==> src/inc/srg_pkg.sv <==
// Package for the suspend/resume command gate of a serial flash.
// Holds opcodes, operation kinds, timing counts and the status carrier.
package srg_pkg;

    localparam logic [7:0] OPC_SUSPEND = 8'hB0;
    localparam logic [7:0] OPC_RESUME = 8'hD0;
    localparam logic [7:0] OPC_PROT_PREFIX = 8'h3D;

    localparam int CLK_PERIOD_NS = 10;
    localparam int RESUME_LATENCY_NS = 20000;
    localparam int RESUME_LATENCY_CYC =
        (RESUME_LATENCY_NS / CLK_PERIOD_NS < 1) ? 1 : RESUME_LATENCY_NS / CLK_PERIOD_NS;
    localparam int RES_CNT_W = 12;
    localparam logic [RES_CNT_W-1:0] RES_CNT_LOAD = RES_CNT_W'(RESUME_LATENCY_CYC);

    localparam int SYNC_W = 4;
    // Idle pin levels: chip select and reset pin high, serial clock and data low.
    localparam logic [SYNC_W-1:0] SYNC_RST_VAL = 4'h9;

    typedef enum logic [1:0]
    {
        SRG_OP_NONE = 2'b00,
        SRG_OP_PROG1 = 2'b01,
        SRG_OP_PROG2 = 2'b10,
        SRG_OP_ERASE = 2'b11
    } srg_op_t;

    typedef enum logic [1:0]
    {
        SRG_ST_IDLE = 2'b00,
        SRG_ST_RUN = 2'b01,
        SRG_ST_RESTART = 2'b10
    } srg_state_t;

    typedef struct packed {
        logic erase_suspend_flag;
        logic prog_suspend_buf2_flag;
        logic prog_suspend_buf1_flag;
        logic busy;
    } srg_status_t;

endpackage

==> src/core/srg_sync.sv <==
// Three-stage synchroniser for pins from outside the clock domain.
// A pin's new level is taken once the second and third stages agree.
`timescale 1ns/1ps
module srg_sync
(
    input wire logic clk_i, // System clock.
    input wire logic srst_i, // Synchronous reset, active high.
    input wire logic [srg_pkg::SYNC_W-1:0] pin_i, // Raw pin levels.
    output logic [srg_pkg::SYNC_W-1:0] val_o // Filtered levels.
);
    logic [srg_pkg::SYNC_W-1:0] s1_r;
    logic [srg_pkg::SYNC_W-1:0] s2_r;
    logic [srg_pkg::SYNC_W-1:0] s3_r;

    genvar g;
    generate
        for (g = 0; g < srg_pkg::SYNC_W; g++)
        begin : g_bit
            always_ff @(posedge clk_i)
            begin
                if (srst_i)
                begin
                    s1_r[g] <= srg_pkg::SYNC_RST_VAL[g];
                    s2_r[g] <= srg_pkg::SYNC_RST_VAL[g];
                    s3_r[g] <= srg_pkg::SYNC_RST_VAL[g];
                    val_o[g] <= srg_pkg::SYNC_RST_VAL[g];
                end
                else
                begin
                    s1_r[g] <= pin_i[g];
                    s2_r[g] <= s1_r[g];
                    s3_r[g] <= s2_r[g];
                    if (s2_r[g] == s3_r[g])
                    begin
                        val_o[g] <= s3_r[g];
                    end
                end
            end
        end
    endgenerate
endmodule // srg_sync

==> src/core/srg_gate.sv <==
// Suspend/resume command gate of a serial flash: decodes the opcode of each frame,
// decides acceptance while program or erase is suspended, and runs suspend/resume.
// Assumes the array engine reports operation start and completion on the system clock.
//
// Behaviour
// - While suspended, protection, lockdown, freeze and security program commands are refused.
// - While suspended, reads of protection, lockdown, security, config, status and ID pass.
// - A page-to-buffer transfer is refused only if that buffer's program is suspended.
// - A page-to-buffer compare is refused only if that buffer's program is suspended.
// - While suspended, entering either power-down mode or leaving deep power-down is refused.
// - Hardware pin reset and the software reset command are accepted during suspension.
// - Resume is opcode D0h alone and bytes after the opcode are ignored.
// - Resume starts at chip select deassertion and completes within the resume latency.
// - Resume clears the applicable buffer-1, buffer-2 or erase suspend flag to 0.
// - After resume the busy flag shows busy while the resumed operation runs.
// - With erase and program both suspended, one resume restarts only the program.
// - A suspend received while a resume is still restarting is ignored.
// - Suspend is opcode B0h, acts at deassertion and sets the relevant suspend flag to 1.
// - A combined suspension shows the erase flag and one program flag both set.
`timescale 1ns/1ps
module srg_gate
#(
    parameter logic [7:0] OPC_XFER_BUF1 = 8'h01, // Page to buffer 1 transfer.
    parameter logic [7:0] OPC_XFER_BUF2 = 8'h02, // Page to buffer 2 transfer.
    parameter logic [7:0] OPC_CMP_BUF1 = 8'h03, // Page to buffer 1 compare.
    parameter logic [7:0] OPC_CMP_BUF2 = 8'h04, // Page to buffer 2 compare.
    parameter logic [7:0] OPC_DEEP_PD = 8'h05, // Enter deep power-down.
    parameter logic [7:0] OPC_DEEP_PD_EXIT = 8'h06, // Resume from deep power-down.
    parameter logic [7:0] OPC_ULTRA_PD = 8'h07, // Enter ultra-deep power-down.
    parameter logic [7:0] OPC_FREEZE = 8'h08, // Freeze lockdown state.
    parameter logic [7:0] OPC_SEC_PROG = 8'h09, // Program security area.
    parameter logic [7:0] OPC_SW_RESET = 8'h0A // Software reset first byte.
)
(
    input wire logic clk_i, // System clock, 100 MHz.
    input wire logic srst_i, // Synchronous reset, active high.
    input wire logic cs_n_i, // Chip select pin, active low.
    input wire logic sck_i, // Serial clock pin.
    input wire logic si_i, // Serial data input pin.
    input wire logic reset_n_i, // Hardware reset pin, active low.
    input wire logic op_start_i, // Array engine starts an operation.
    input wire srg_pkg::srg_op_t op_kind_i, // Kind of the operation being started.
    input wire logic op_done_i, // Running operation has completed.
    output logic op_suspend_o, // Pulse: pause the running operation.
    output logic op_resume_o, // Pulse: restart the paused operation.
    output srg_pkg::srg_op_t op_resume_kind_o, // Kind restarted by op_resume_o.
    output logic op_abort_o, // Reset aborts all suspended work: pulse for software reset, held while reset pin is low.
    output logic frame_allow_o, // Current frame's opcode may proceed.
    output logic frame_refuse_o, // Current frame's opcode is refused.
    output logic cmd_exec_o, // Pulse at deassertion: accepted command ends.
    output logic [7:0] cmd_opcode_o, // Opcode of the current or last frame.
    output srg_pkg::srg_status_t status_o // Suspend flags and busy.
);
    logic [srg_pkg::SYNC_W-1:0] pins_s;
    logic cs_n_q;
    logic sck_q;
    logic rst_pin_q;
    logic cs_n_d_r;
    logic sck_d_r;
    logic [7:0] shift_r;
    logic [3:0] bit_cnt_r;
    logic op_valid_r;
    logic any_susp;
    logic allow_nxt;
    logic frame_end;
    logic sck_rise;
    logic sw_reset;
    logic do_reset;
    logic do_suspend;
    logic do_resume;
    logic es_r;
    logic ps1_r;
    logic ps2_r;
    srg_pkg::srg_state_t state_r;
    srg_pkg::srg_op_t run_kind_r;
    logic [srg_pkg::RES_CNT_W-1:0] res_cnt_r;

    srg_sync u_sync
    (
        .clk_i(clk_i),
        .srst_i(srst_i),
        .pin_i({reset_n_i, si_i, sck_i, cs_n_i}),
        .val_o(pins_s)
    );

    assign cs_n_q = pins_s[0];
    assign sck_q = pins_s[1];
    assign rst_pin_q = ~pins_s[3];
    assign sck_rise = sck_q & ~sck_d_r & ~cs_n_q;
    assign frame_end = cs_n_q & ~cs_n_d_r;
    assign any_susp = es_r | ps1_r | ps2_r;

    always_ff @(posedge clk_i)
    begin
        if (srst_i)
        begin
            cs_n_d_r <= 1'b1;
            sck_d_r <= 1'b0;
        end
        else
        begin
            cs_n_d_r <= cs_n_q;
            sck_d_r <= sck_q;
        end
    end

    // Only the first byte is kept; later bytes are ignored.
    always_ff @(posedge clk_i)
    begin
        if (srst_i || cs_n_q)
        begin
            bit_cnt_r <= 4'h0;
            op_valid_r <= 1'b0;
            if (srst_i)
            begin
                shift_r <= 8'h00;
            end
        end
        else if (sck_rise && !op_valid_r)
        begin
            shift_r <= {shift_r[6:0], pins_s[2]};
            bit_cnt_r <= bit_cnt_r + 4'h1;
            op_valid_r <= (bit_cnt_r == 4'h7);
        end
    end

    assign cmd_opcode_o = shift_r;

    always_comb
    begin
        allow_nxt = 1'b1;
        if (any_susp)
        begin
            if (shift_r == srg_pkg::OPC_PROT_PREFIX || shift_r == OPC_FREEZE
                || shift_r == OPC_SEC_PROG)
            begin
                allow_nxt = 1'b0;
            end
            if (shift_r == OPC_DEEP_PD || shift_r == OPC_DEEP_PD_EXIT
                || shift_r == OPC_ULTRA_PD)
            begin
                allow_nxt = 1'b0;
            end
            if ((shift_r == OPC_XFER_BUF1 && ps1_r) || (shift_r == OPC_XFER_BUF2 && ps2_r))
            begin
                allow_nxt = 1'b0;
            end
            if ((shift_r == OPC_CMP_BUF1 && ps1_r) || (shift_r == OPC_CMP_BUF2 && ps2_r))
            begin
                allow_nxt = 1'b0;
            end
        end
        if (shift_r == OPC_SW_RESET)
        begin
            allow_nxt = 1'b1;
        end
    end

    // The verdict follows the opcode register directly, so it is right from the first valid cycle.
    assign frame_allow_o = op_valid_r & allow_nxt;
    assign frame_refuse_o = op_valid_r & ~allow_nxt;

    assign cmd_exec_o = frame_end & op_valid_r & allow_nxt;
    assign do_resume = cmd_exec_o && shift_r == srg_pkg::OPC_RESUME;
    assign sw_reset = cmd_exec_o && shift_r == OPC_SW_RESET;
    assign do_reset = sw_reset | rst_pin_q;
    assign do_suspend = cmd_exec_o && shift_r == srg_pkg::OPC_SUSPEND
        && state_r == srg_pkg::SRG_ST_RUN;

    always_ff @(posedge clk_i)
    begin
        if (srst_i)
        begin
            state_r <= srg_pkg::SRG_ST_IDLE;
            run_kind_r <= srg_pkg::SRG_OP_NONE;
            res_cnt_r <= '0;
            es_r <= 1'b0;
            ps1_r <= 1'b0;
            ps2_r <= 1'b0;
            op_suspend_o <= 1'b0;
            op_resume_o <= 1'b0;
            op_resume_kind_o <= srg_pkg::SRG_OP_NONE;
            op_abort_o <= 1'b0;
        end
        else
        begin
            op_suspend_o <= 1'b0;
            op_resume_o <= 1'b0;
            op_abort_o <= 1'b0;
            if (do_reset)
            begin
                op_abort_o <= 1'b1;
                es_r <= 1'b0;
                ps1_r <= 1'b0;
                ps2_r <= 1'b0;
                state_r <= srg_pkg::SRG_ST_IDLE;
                run_kind_r <= srg_pkg::SRG_OP_NONE;
            end
            else
            begin
                case (state_r)
                    srg_pkg::SRG_ST_IDLE:
                    begin
                        if (op_start_i && op_kind_i != srg_pkg::SRG_OP_NONE)
                        begin
                            state_r <= srg_pkg::SRG_ST_RUN;
                            run_kind_r <= op_kind_i;
                        end
                        else if (do_resume && any_susp)
                        begin
                            state_r <= srg_pkg::SRG_ST_RESTART;
                            res_cnt_r <= srg_pkg::RES_CNT_LOAD;
                            op_resume_o <= 1'b1;
                            if (ps1_r)
                            begin
                                ps1_r <= 1'b0;
                                run_kind_r <= srg_pkg::SRG_OP_PROG1;
                                op_resume_kind_o <= srg_pkg::SRG_OP_PROG1;
                            end
                            else if (ps2_r)
                            begin
                                ps2_r <= 1'b0;
                                run_kind_r <= srg_pkg::SRG_OP_PROG2;
                                op_resume_kind_o <= srg_pkg::SRG_OP_PROG2;
                            end
                            else
                            begin
                                es_r <= 1'b0;
                                run_kind_r <= srg_pkg::SRG_OP_ERASE;
                                op_resume_kind_o <= srg_pkg::SRG_OP_ERASE;
                            end
                        end
                    end
                    srg_pkg::SRG_ST_RESTART:
                    begin
                        res_cnt_r <= res_cnt_r - 1'b1;
                        if (op_done_i)
                        begin
                            state_r <= srg_pkg::SRG_ST_IDLE;
                            run_kind_r <= srg_pkg::SRG_OP_NONE;
                        end
                        else if (res_cnt_r <= 1)
                        begin
                            state_r <= srg_pkg::SRG_ST_RUN;
                        end
                    end
                    srg_pkg::SRG_ST_RUN:
                    begin
                        if (op_done_i)
                        begin
                            state_r <= srg_pkg::SRG_ST_IDLE;
                            run_kind_r <= srg_pkg::SRG_OP_NONE;
                        end
                        // erase flag may stay set alongside
                        else if (do_suspend)
                        begin
                            op_suspend_o <= 1'b1;
                            state_r <= srg_pkg::SRG_ST_IDLE;
                            run_kind_r <= srg_pkg::SRG_OP_NONE;
                            case (run_kind_r)
                                srg_pkg::SRG_OP_PROG1: ps1_r <= 1'b1;
                                srg_pkg::SRG_OP_PROG2: ps2_r <= 1'b1;
                                srg_pkg::SRG_OP_ERASE: es_r <= 1'b1;
                                default: es_r <= es_r;
                            endcase
                        end
                    end
                    default:
                    begin
                        state_r <= srg_pkg::SRG_ST_IDLE;
                    end
                endcase
            end
        end
    end

    assign status_o.busy = (state_r != srg_pkg::SRG_ST_IDLE);
    assign status_o.erase_suspend_flag = es_r;
    assign status_o.prog_suspend_buf2_flag = ps2_r;
    assign status_o.prog_suspend_buf1_flag = ps1_r;
endmodule // srg_gate

==> config.mk <==
export PLATFORM = sky130hd
export DESIGN_NAME = srg_gate
export DESIGN_NICKNAME = d
export VERILOG_FILES = /design/src/inc/srg_pkg.sv /design/src/core/srg_sync.sv /design/src/core/srg_gate.sv
export SDC_FILE = /design/constraint.sdc
export NUM_CORES = 1
export LEC_CHECK = 0
export BUFFER_PORTS_ARGS = -buffer_cell sky130_fd_sc_hd__buf_2
export CORE_MARGIN = 2
export CORE_UTILIZATION = 40
export DETAILED_ROUTE_END_ITERATION = 12
export PLACE_DENSITY_LB_ADDON = 0.2
export SLEW_MARGIN = 10
export SYNTH_ARGS = -nofsm -noshare
export SYNTH_HDL_FRONTEND = slang
export SYNTH_SLANG_ARGS = --single-unit
export TNS_END_PERCENT = 30
==> constraint.sdc <==
create_clock -name clk_i -period 6 [get_ports clk_i]
set_input_delay 0.3 -clock clk_i [delete_from_list [all_inputs] [get_ports clk_i]]
set_output_delay 0.3 -clock clk_i [all_outputs]
set_load 0.02 [all_outputs]
; ---- Word level (Yosys, flattened, before mapping)
; Cells that the tools add are included.
[op_classes]
add_sub_neg = 2
bitwise_logic = 19
reduce_logical = 37
shifts = 0
n_mux = 49
div_mod_pow = 0
mul = 0
order_cmp = 1
eq_ne = 37
[ops]
columns = cell, count
row1 = "8-bit by 3-bit == test with 1-bit output, second input constant", 4
row2 = 1-bit two-way mux, 28
row3 = "8-bit by 4-bit == test with 1-bit output, second input constant", 3
row4 = 12-bit two-way mux, 2
row5 = 8-bit two-way mux, 3
row6 = 12-bit case mux with 2 select lines, 1
row7 = 2-bit two-way mux, 10
row8 = "8-bit by 2-bit == test with 1-bit output, second input constant", 2
row9 = "8-bit == test, second input constant", 2
row10 = "2-bit != test, second input constant", 8
row11 = "12-bit by 1-bit <= comparator with 1-bit output, second input constant", 1
row12 = 2-bit case mux with 3 select lines, 2
row13 = 4-bit AND reduction, 3
row14 = "12-bit by 1-bit subtractor with 12-bit output, second input constant", 1
row15 = 1-bit logical AND, 11
row16 = 2-bit nonzero test, 5
row17 = "3-bit != test, second input constant", 3
row18 = 1-bit inverter, 9
row19 = "8-bit by 1-bit == test with 1-bit output, second input constant", 1
row20 = "8-bit by 6-bit == test with 1-bit output, second input constant", 1
row21 = 8-bit AND reduction, 1
row22 = 4-bit OR reduction, 2
row23 = 1-bit AND, 7
row24 = 1-bit logical OR, 7
row25 = 16 further kinds, 28
[totals]
ff_bits = 55
word_cells = 176
romBits = 0
memories = 0
mem_bits_rw = 0
inputBits = 10
latchBits = 0

; ---- Logic depth before layout (Yosys ltp)
; Gate-level depths: netlist (run 1).
[depth]
word_depth = 15
mapped_depth = 8

; ---- By module
; A second synthesis (run 1) with hierarchy kept.
[hier_totals]
cells_unflattened = 273
area_unflattened_um2 = 2642.5
[modules_own_cells]
columns = module, cells_each, instances, area_per_inst_um2
row1 = srg_gate, 232, 1, 2160.8
row2 = srg_sync, 41, 1, 481.7

; ---- Worst setup path before layout (run 1)
; No wires, ideal clock.
[synth_timing]
path_type = register -> register
startpoint = register shift_r[2], in the netlist cmd_opcode_o[2]
endpoint = register res_cnt_r[1] (netlist name)
arrival_time_ns = 2.234
path_buffers = 1
stages_incl_launch_ff = 7
path_slack_ns = 3.679
cell_sequence = edfxtp_1 or3b_1 buf_2 o41ai_4 o2111ai_1 or4_1 o31ai_1
[synth_between]
elab_chain_len = 14
elab_cells_between_ends = 36
cone_classes = eq/ne: 13 / mux: 6 / bitwise: 3 / reduce/logical: 14
[synth_lines]
columns = element, line
row1 = "start, declared", srg_gate.sv:60  ; logic [7:0] shift_r;
row2 = "start signal, assigned", srg_gate.sv:121  ; shift_r <= {shift_r[6:0], pins_s[2]};
row3 = 8-bit by 6-bit == test with 1-bit output / 8-bit by 4-bit == test with 1-bit output (equally long branches), srg_gate.sv:134  ; if (shift_r == srg_pkg::OPC_PROT_PREFIX || shift_r == OPC_FREEZE
row4 = 1-bit logical OR, srg_gate.sv:134
row5 = 1-bit logical OR, srg_gate.sv:135  ; || shift_r == OPC_SEC_PROG)
row6 = 1-bit two-way mux, srg_gate.sv:134
row7 = 1-bit two-way mux, srg_gate.sv:139  ; if (shift_r == OPC_DEEP_PD || shift_r == OPC_DEEP_PD_EXIT
row8 = 1-bit two-way mux, srg_gate.sv:144  ; if ((shift_r == OPC_XFER_BUF1 && ps1_r) || (shift_r == OPC_XFER_BUF2 && ps2_r))
row9 = 1-bit two-way mux, srg_gate.sv:148  ; if ((shift_r == OPC_CMP_BUF1 && ps1_r) || (shift_r == OPC_CMP_BUF2 && ps2_r))
row10 = 1-bit two-way mux, srg_gate.sv:132  ; if (any_susp)
row11 = 1-bit two-way mux, srg_gate.sv:153  ; if (shift_r == OPC_SW_RESET)
row12 = 1-bit AND, srg_gate.sv:163  ; assign cmd_exec_o = frame_end & op_valid_r & allow_nxt;
row13 = "1-bit logical AND, on equally long branches", "srg_gate.sv:164, srg_gate.sv:165"
row14 = 1-bit logical AND / 1-bit OR (equally long branches), "srg_gate.sv:209, srg_gate.sv:166"
row15 = 2-bit != test (no source line) / 1-bit inverter (equally long branches), n/a
row16 = 4-bit AND reduction (no source line) *, n/a
row17 = "end signal, assigned", srg_gate.sv:212  ; res_cnt_r <= srg_pkg::RES_CNT_LOAD;
row18 = "end signal, assigned", srg_gate.sv:236  ; res_cnt_r <= res_cnt_r - 1'b1;
row19 = "end, declared", srg_gate.sv:76  ; logic [srg_pkg::RES_CNT_W-1:0] res_cnt_r;
; Mark *: on every way between the ends. The rest lies on a longest branch, timed or not.
; A chain may end at the register's enable or synchronous reset.

; ---- Worst setup path in the final report (run 1)
[layout_timing]
startpoint = register ps1_r
endpoint = output cmd_exec_o
[layout_between]
elab_chain_len = 7
elab_cells_between_ends = 11
cone_classes = mux: 4 / bitwise: 3 / reduce/logical: 4
[layout_lines]
columns = element, line
row1 = "start, declared", srg_gate.sv:72  ; logic ps1_r;
row2 = "start signal, assigned", srg_gate.sv:178  ; ps1_r <= 1'b0;
row3 = "start signal, assigned", srg_gate.sv:194  ; ps1_r <= 1'b0;
row4 = "start signal, assigned", srg_gate.sv:216  ; ps1_r <= 1'b0;
row5 = 1-bit logical AND, srg_gate.sv:144
row6 = 1-bit logical OR, srg_gate.sv:144
row7 = 1-bit two-way mux, srg_gate.sv:144
row8 = 1-bit two-way mux, srg_gate.sv:148
row9 = 1-bit two-way mux *, srg_gate.sv:132
row10 = 1-bit two-way mux *, srg_gate.sv:153
row11 = 1-bit AND *, srg_gate.sv:163
row12 = "end, declared", srg_gate.sv:50  ; output logic cmd_exec_o,
; Marked as above.

==> run summary, run 1 <==
vias per cell: 5.36
Sw Ratio: 36.4%
Slew HR: 45.4%
Lkg Pwr: 1.08 nW
worst hold path endpoint: u_sync.s1_r[3]
Hold Path Depth: 2
clock transition at the registers of the reported paths: 0.10 ns
Hold Startpoint: reset_n_i
RSZ-0062 raised after global routing: no
Comb power frac: 31.2%
CP startpoint kind: flop
Die Width: 84.7 um
R2R cell count: 5
GPL Wtd Cong: 0.844
number of CTS-inserted buffers: 5
met3 usage: 3.44%
Final HPWL DP: 3.83 mm
count of different cell masters after synthesis: 55
FF+latch count, synth: 55
most used routing layer: met2
filler cell count: 610
Reg2Reg Setup Slack: 3.56 ns
Top Ports: 30
antenna violations before repair: 0
Critical R2R Launch: cmd_opcode_o[2]
setup_tns: 0 ns
PnR worst setup slack: 3.47 ns
post-CTS setup repair buffer count: 0
pre-CTS WS: 3.59 ns
DR DRC count: 0
Site Rows: 29
WS Path Type: reg2out
maximum clock frequency: 0.396 GHz
Routed Antenna Nets: 0
Syn-to-layout area delta: 11.0%
sequential-to-total area share from yosys stat: 45.4%
vias: 2,060
worst slew pin tran: 0.813 ns
PwrDens: 333 nW/um^2
Tmin final: 2.53 ns
Post-Syn Area: 2600 um^2
Int Pwr: 0.612 mW
count leader, synth: dfxtp_1
Tot Pwr: 0.962 mW
syn_area_per_cell: 9.27 um^2
grt met1 use: 22.7%
cts hold-fix bufs: 0
multi-input logic area: 1320 um^2
Tcrit/Tclk final: 42.1%
die height: 84.7 um
Worst setup EP type: output port
ys flop type: dfxtp_1
dominant cell type by area after synthesis: dfxtp_1
GRT Residual Overflow: 0
HP Class: in2reg
clock network fraction of design power: 22.1%
Wirelength per Cell: 14.3 um
Synth Instances: 281
effective utilization at floorplan: 41.2%
global-route met2 utilization: 23.7%
setup violators final: 0
top cell type's share of synthesized area: 36.1%
number of global-route vias before repair: 1,902
Setup Skew: 0.00695 ns
worst path arrival time: 2.23 ns
Core Footprint: 6310 um^2
DRT Pass-1 Iters: 4
Max Root-Sink Buffers: 2
status: finished, final reports clean
H-tree levels: 2
Reg power frac: 46.7%
DRT iter0 DRCs: 79
worst vdd ir: 0.000164 V
Resized Gates After CTS: 0
largest net degree at the start of global routing: 36
first-pass GRT wire length: 9.36 mm
FF/Latch Area: 1180 um^2
Slew Viols, Final: 0
Final Hold Fails: 0
Ys Warns: 0
CTS sink cnt: 55
PortBufs: 29
max-cap viol count: 0
P_sw: 0.350 mW
RR Endpoint: res_cnt_r[1]
Post-Synthesis Net Count: 298
Routed WL: 5.48 mm
WP data required: 5.70 ns
Synth async-reset ratio: 0%
ANT cells: 0
Core Util, Final: 45.8%
Post-layout nets: 323
largest cells by area after synthesis: dfxtp_1 36%, edfxtp_1 9.2%, nor2_1 4.0%
die footprint: 7170 um^2
total track usage: 15.7%
most frequent cells after synthesis: 47 x dfxtp_1, 28 x nor2_1, 17 x a21oi_1
Crit Path Max Fanout: 8
layout cells sized above 1: 16.9%
CTS tree: built
Post-synth EDFFs: 8
Clk Latency, worst-skew pair: 0.31 ns
Root Buffer: clkbuf_8
[routing by layer]
metal | routed length, um | part of all wire [%] | vias to the layer above
met4 | 55 | 1.0 | 0
met5 | 0 | 0 | -
met1 | 2940 | 54 | 944
li1 | - | - | 1072
met3 | 200 | 3.7 | 6
met2 | 2290 | 42 | 38
[how the worst max path moves through the flow]
| stage | end | slack, ns | startpoint | cells after the start |
|---|---|---|---|---|
| after global routing | cmd_exec_o | 3.25 | ps1_r | 6 |
| final | cmd_exec_o | 3.47 | ps1_r | 6 |
| after detailed placement | res_cnt_r[1] | 3.59 | cmd_opcode_o[2] | 5 |
| after floorplan | res_cnt_r[1] | 3.68 | cmd_opcode_o[2] | 6 |
| after global placement | res_cnt_r[1] | 3.63 | cmd_opcode_o[2] | 5 |
| after CTS | cmd_exec_o | 3.48 | ps1_r | 6 |
[state kept, by name (all words and copies together) (netlist names), 2 cells and up]
register and flops:
state_r 2, res_cnt_r 12, u_sync.s3_r 4, run_kind_r 2, u_sync.s2_r 4, op_resume_kind_o 2, bit_cnt_r 4, cmd_opcode_o 8
u_sync.val_o 4, u_sync.s1_r 4
[kinds of logic after synthesis]
family	after synthesis	synth area share (%)
multiplexers	4	1.54
AND/OR/NAND/NOR	120	25.8
flip-flops	55	45.4
buffers and inverters	25	4.08
adder cells (fa/ha/maj)	7	3.36
XOR/XNOR	4	1.35
AO/OA/AOI/OAI	66	18.5
[critical path, cell delays in order (launching register included)]
cell and delay [ns]:
dfxtp_1 0.42, nor3_1 0.70, nor2_1 0.08, a22oi_1 0.18, o41ai_1 0.13, nor3_1 0.21
buf_2 0.19
[cell type report]
cell class                      instances  share of cell area, %
Multi-Input combinational cell        201                   45.8
Sequential cell                        55                   40.9
Timing Repair Buffer                   29                   5.02
Tap cell                               77                   3.33
Clock buffer                            5                   2.38
Inverter                               14                   1.82
Clock inverter                          3                  0.823
[power groups by stage]
| stage | Combinational [mW] | Sequential [mW] | Clock [mW] |
|---|---|---|---|
| after global placement | 0.295 | 0.458 | 0 |
| after detailed placement | 0.297 | 0.459 | 0 |
| after floorplan | 0.239 | 0.450 | 0 |
| after global routing | 0.337 | 0.457 | 0.238 |
| after CTS | 0.299 | 0.449 | 0.220 |
| final | 0.300 | 0.450 | 0.212 |
[per-stage QoR]
step	instances	hold slack, ns	cell area [um^2]
after global routing	384	0.138	2890
after floorplan	281	0.389	2600
after detailed placement	376	0.392	2790
final	384	0.168	2890
after CTS	384	0.155	2880
after global placement	376	0.392	2790
[layout by cell type (no fill, tap or decap), drive strengths merged, types with 3 or more instances in the layout]
cell type / Yosys / routed
a211oi: 3 / 3
a21oi: 17 / 17
a311oi: 3 / 3
and2: 9 / 9
buf: 4 / 29
clkbuf: 7 / 5
dfxtp: 47 / 47
edfxtp: 8 / 8
ha: 7 / 7
inv: 14 / 15
mux2i: 4 / 4
nand2: 16 / 16
nand2b: 7 / 7
nand3: 7 / 7
nor2: 28 / 28
nor2b: 10 / 10
nor3: 8 / 8
nor4: 5 / 5
o2111ai: 3 / 3
o21ai: 14 / 14
o31ai: 5 / 5
o41ai: 5 / 5
or2: 9 / 9
or3: 3 / 3
or4: 8 / 8
xnor2: 3 / 3
(Power assumes the default switching activity.)
==> inputs of run 2 (changes only) <==
==> constraint.sdc (replaced) <==
create_clock -name clk_i -period 2.4 [get_ports clk_i]
set_input_delay 0.12 -clock clk_i [delete_from_list [all_inputs] [get_ports clk_i]]
set_output_delay 0.12 -clock clk_i [all_outputs]
set_load 0.02 [all_outputs]
==> run summary, run 2 (synthesis gave the netlist of run 1 again) <==
multi-input logic area: 1330 um^2 (+0.38%)
ANT cells: 0 (unchanged)
Core Footprint: 6310 um^2 (unchanged)
Lkg Pwr: 1.18 nW (+8.9%)
commonest non-fill, non-tap cell in the layout: dfxtp_1
Comb power frac: 31.7% (+0.5 points)
hold_ws: 0.0123 ns (-0.156 ns)
Largest Register: res_cnt_r
Routed WL: 5.63 mm (+2.8%)
Clk Latency, worst-skew pair: 0.31 ns (about the same)
vias per cell: 5.37 (about the same)
Tmin final: 2.28 ns
Sw Ratio: 35.9% (-0.46 points)
filler cell count: 620 (+1.6%)
Root Buffer: clkbuf_8
Wirelength per Cell: 14.0 um (-1.8%)
GRT Residual Overflow: 0 (unchanged)
Top Ports: 30 (unchanged)
maximum clock frequency: 0.439 GHz
antenna violations before repair: 0 (unchanged)
max reg flops: 12 (unchanged)
Cells after DPL: 391 (+4.0%)
DR DRC count: 0 (unchanged)
DRT Pass-1 Iters: 4 (unchanged)
Site Rows: 29 (unchanged)
number of CTS-inserted buffers: 5 (unchanged)
die footprint: 7170 um^2 (unchanged)
Tot Pwr: 2.47 mW (+160%)
largest net degree at the start of global routing: 20 (-44%)
Post-layout nets: 341 (+5.6%)
Crit Path Max Fanout: 7 (-1)
Cell Area, Placed: 2900 um^2 (+4.0%)
P_sw: 0.886 mW (+150%)
die height: 84.7 um (unchanged)
Setup Skew: 0.00553 ns (-0.00143 ns)
HP Class: in2reg
layout cells sized above 1: 21.2% (+4.3 points)
Syn-to-layout area delta: 17.1%
clock transition at the registers of the reported paths: 0.10 ns (about the same)
Routed Antenna Nets: 0 (unchanged)
GPL Wtd Cong: 0.796 (-5.7%)
max-cap viol count: 0 (unchanged)
WS Path Type: reg2reg
number of global-route vias before repair: 2,086 (+9.7%)
FF/Latch Area: 1180 um^2 (unchanged)
commonest cells after routing, fill and taps aside: 47 x dfxtp_1, 29 x buf_2, 28 x nor2_1
status: finished, final reports clean
Slew HR: 61.4% (+16 points)
Final Hold Fails: 0 (unchanged)
DRT iter0 DRCs: 96 (+22%)
WP data required: 2.65 ns (-3.05 ns)
total track usage: 16.5% (+0.72 points)
Reg power frac: 45.4% (-1.3 points)
Tcrit/Tclk final: 94.9%
Final HPWL DP: 4.16 mm (+8.9%)
CTS sink cnt: 55 (unchanged)
H-tree levels: 2 (unchanged)
CP startpoint kind: flop
worst vdd ir: 0.000371 V (+130%)
Int Pwr: 1.58 mW (+160%)
pre-CTS WS: 0.100 ns (-3.49 ns)
PnR worst setup slack: 0.121 ns (-3.35 ns)
effective utilization at floorplan: 41.2% (unchanged)
Final Non-Filler Cells: 402 (+4.7%)
worst slew pin tran: 0.578 ns (-0.234 ns)
CTS tree: built
Max Root-Sink Buffers: 2 (unchanged)
setup violators final: 0 (unchanged)
Core Util, Final: 48.3% (+2.5 points)
setup_tns: 0 ns (unchanged)
PwrDens: 809 nW/um^2 (+140%)
PortBufs: 29 (unchanged)
Worst setup EP type: flop
worst path arrival time: 2.53 ns (+0.30 ns)
final instance area: 3050 um^2 (+5.5%)
Slew Viols, Final: 0 (unchanged)
Die Width: 84.7 um (unchanged)
first-pass GRT wire length: 9.68 mm (+3.4%)
vias: 2,157 (+4.7%)
clock network fraction of design power: 22.8% (+0.7 points)
## run 2: timing repair
item / 4_1_cts / 5_1_grt
setup endpoints to repair: 0 / 4
gates resized for setup: 0 / 2
hold buffers: 3 / 0
endpoints found under the hold margin: 3 / 0
setup buffers: 0 / 0
## run 2: power groups by stage
stage	Sequential [mW]	Combinational, mW	Clock (mW)
after floorplan	1.13	0.597	0
after global placement	1.14	0.760	0
after detailed placement	1.14	0.759	0
after CTS	1.12	0.768	0.587
after global routing	1.14	0.874	0.618
final	1.12	0.783	0.563
## run 2: final cells by class
cell class / count / area share [%]
Multi-Input combinational cell: 201 / 43.6
Clock buffer: 6 / 2.71
Inverter: 14 / 1.72
Tap cell: 77 / 3.16
Clock inverter: 2 / 0.657
Sequential cell: 55 / 38.8
Timing Repair Buffer: 47 / 9.44
## run 2: path summary, 6_finish.rpt
path	from	endpoint	slack, ns	depth (start not counted)
worst min register to register	u_sync.s1_r[3]	u_sync.s2_r[3]	0.42	1
worst max-delay path	cmd_opcode_o[2]	res_cnt_r[3]	0.12	5
worst max register to register	cmd_opcode_o[2]	res_cnt_r[3]	0.12	5
worst min-delay path	si_i	u_sync.s1_r[2]	0.01	2
## run 2: layer usage
metal	up-vias	part of all wire, %	routed length, um	GRT usage, %
met5	-	0	0	0
met1	1009	50	2790	20.8
li1	1106	-	-	-
met2	35	45	2540	26.8
met3	7	3.8	213	3.83
met4	0	1.5	82	7.07
## run 2: worst max-delay path, stage by stage, from the launching register on
cell,delay [ns]
edfxtp_1,0.39
or3b_1,0.51
o41ai_4,0.49
nand4_2,0.27
or3b_1,0.42
a21oi_1,0.13
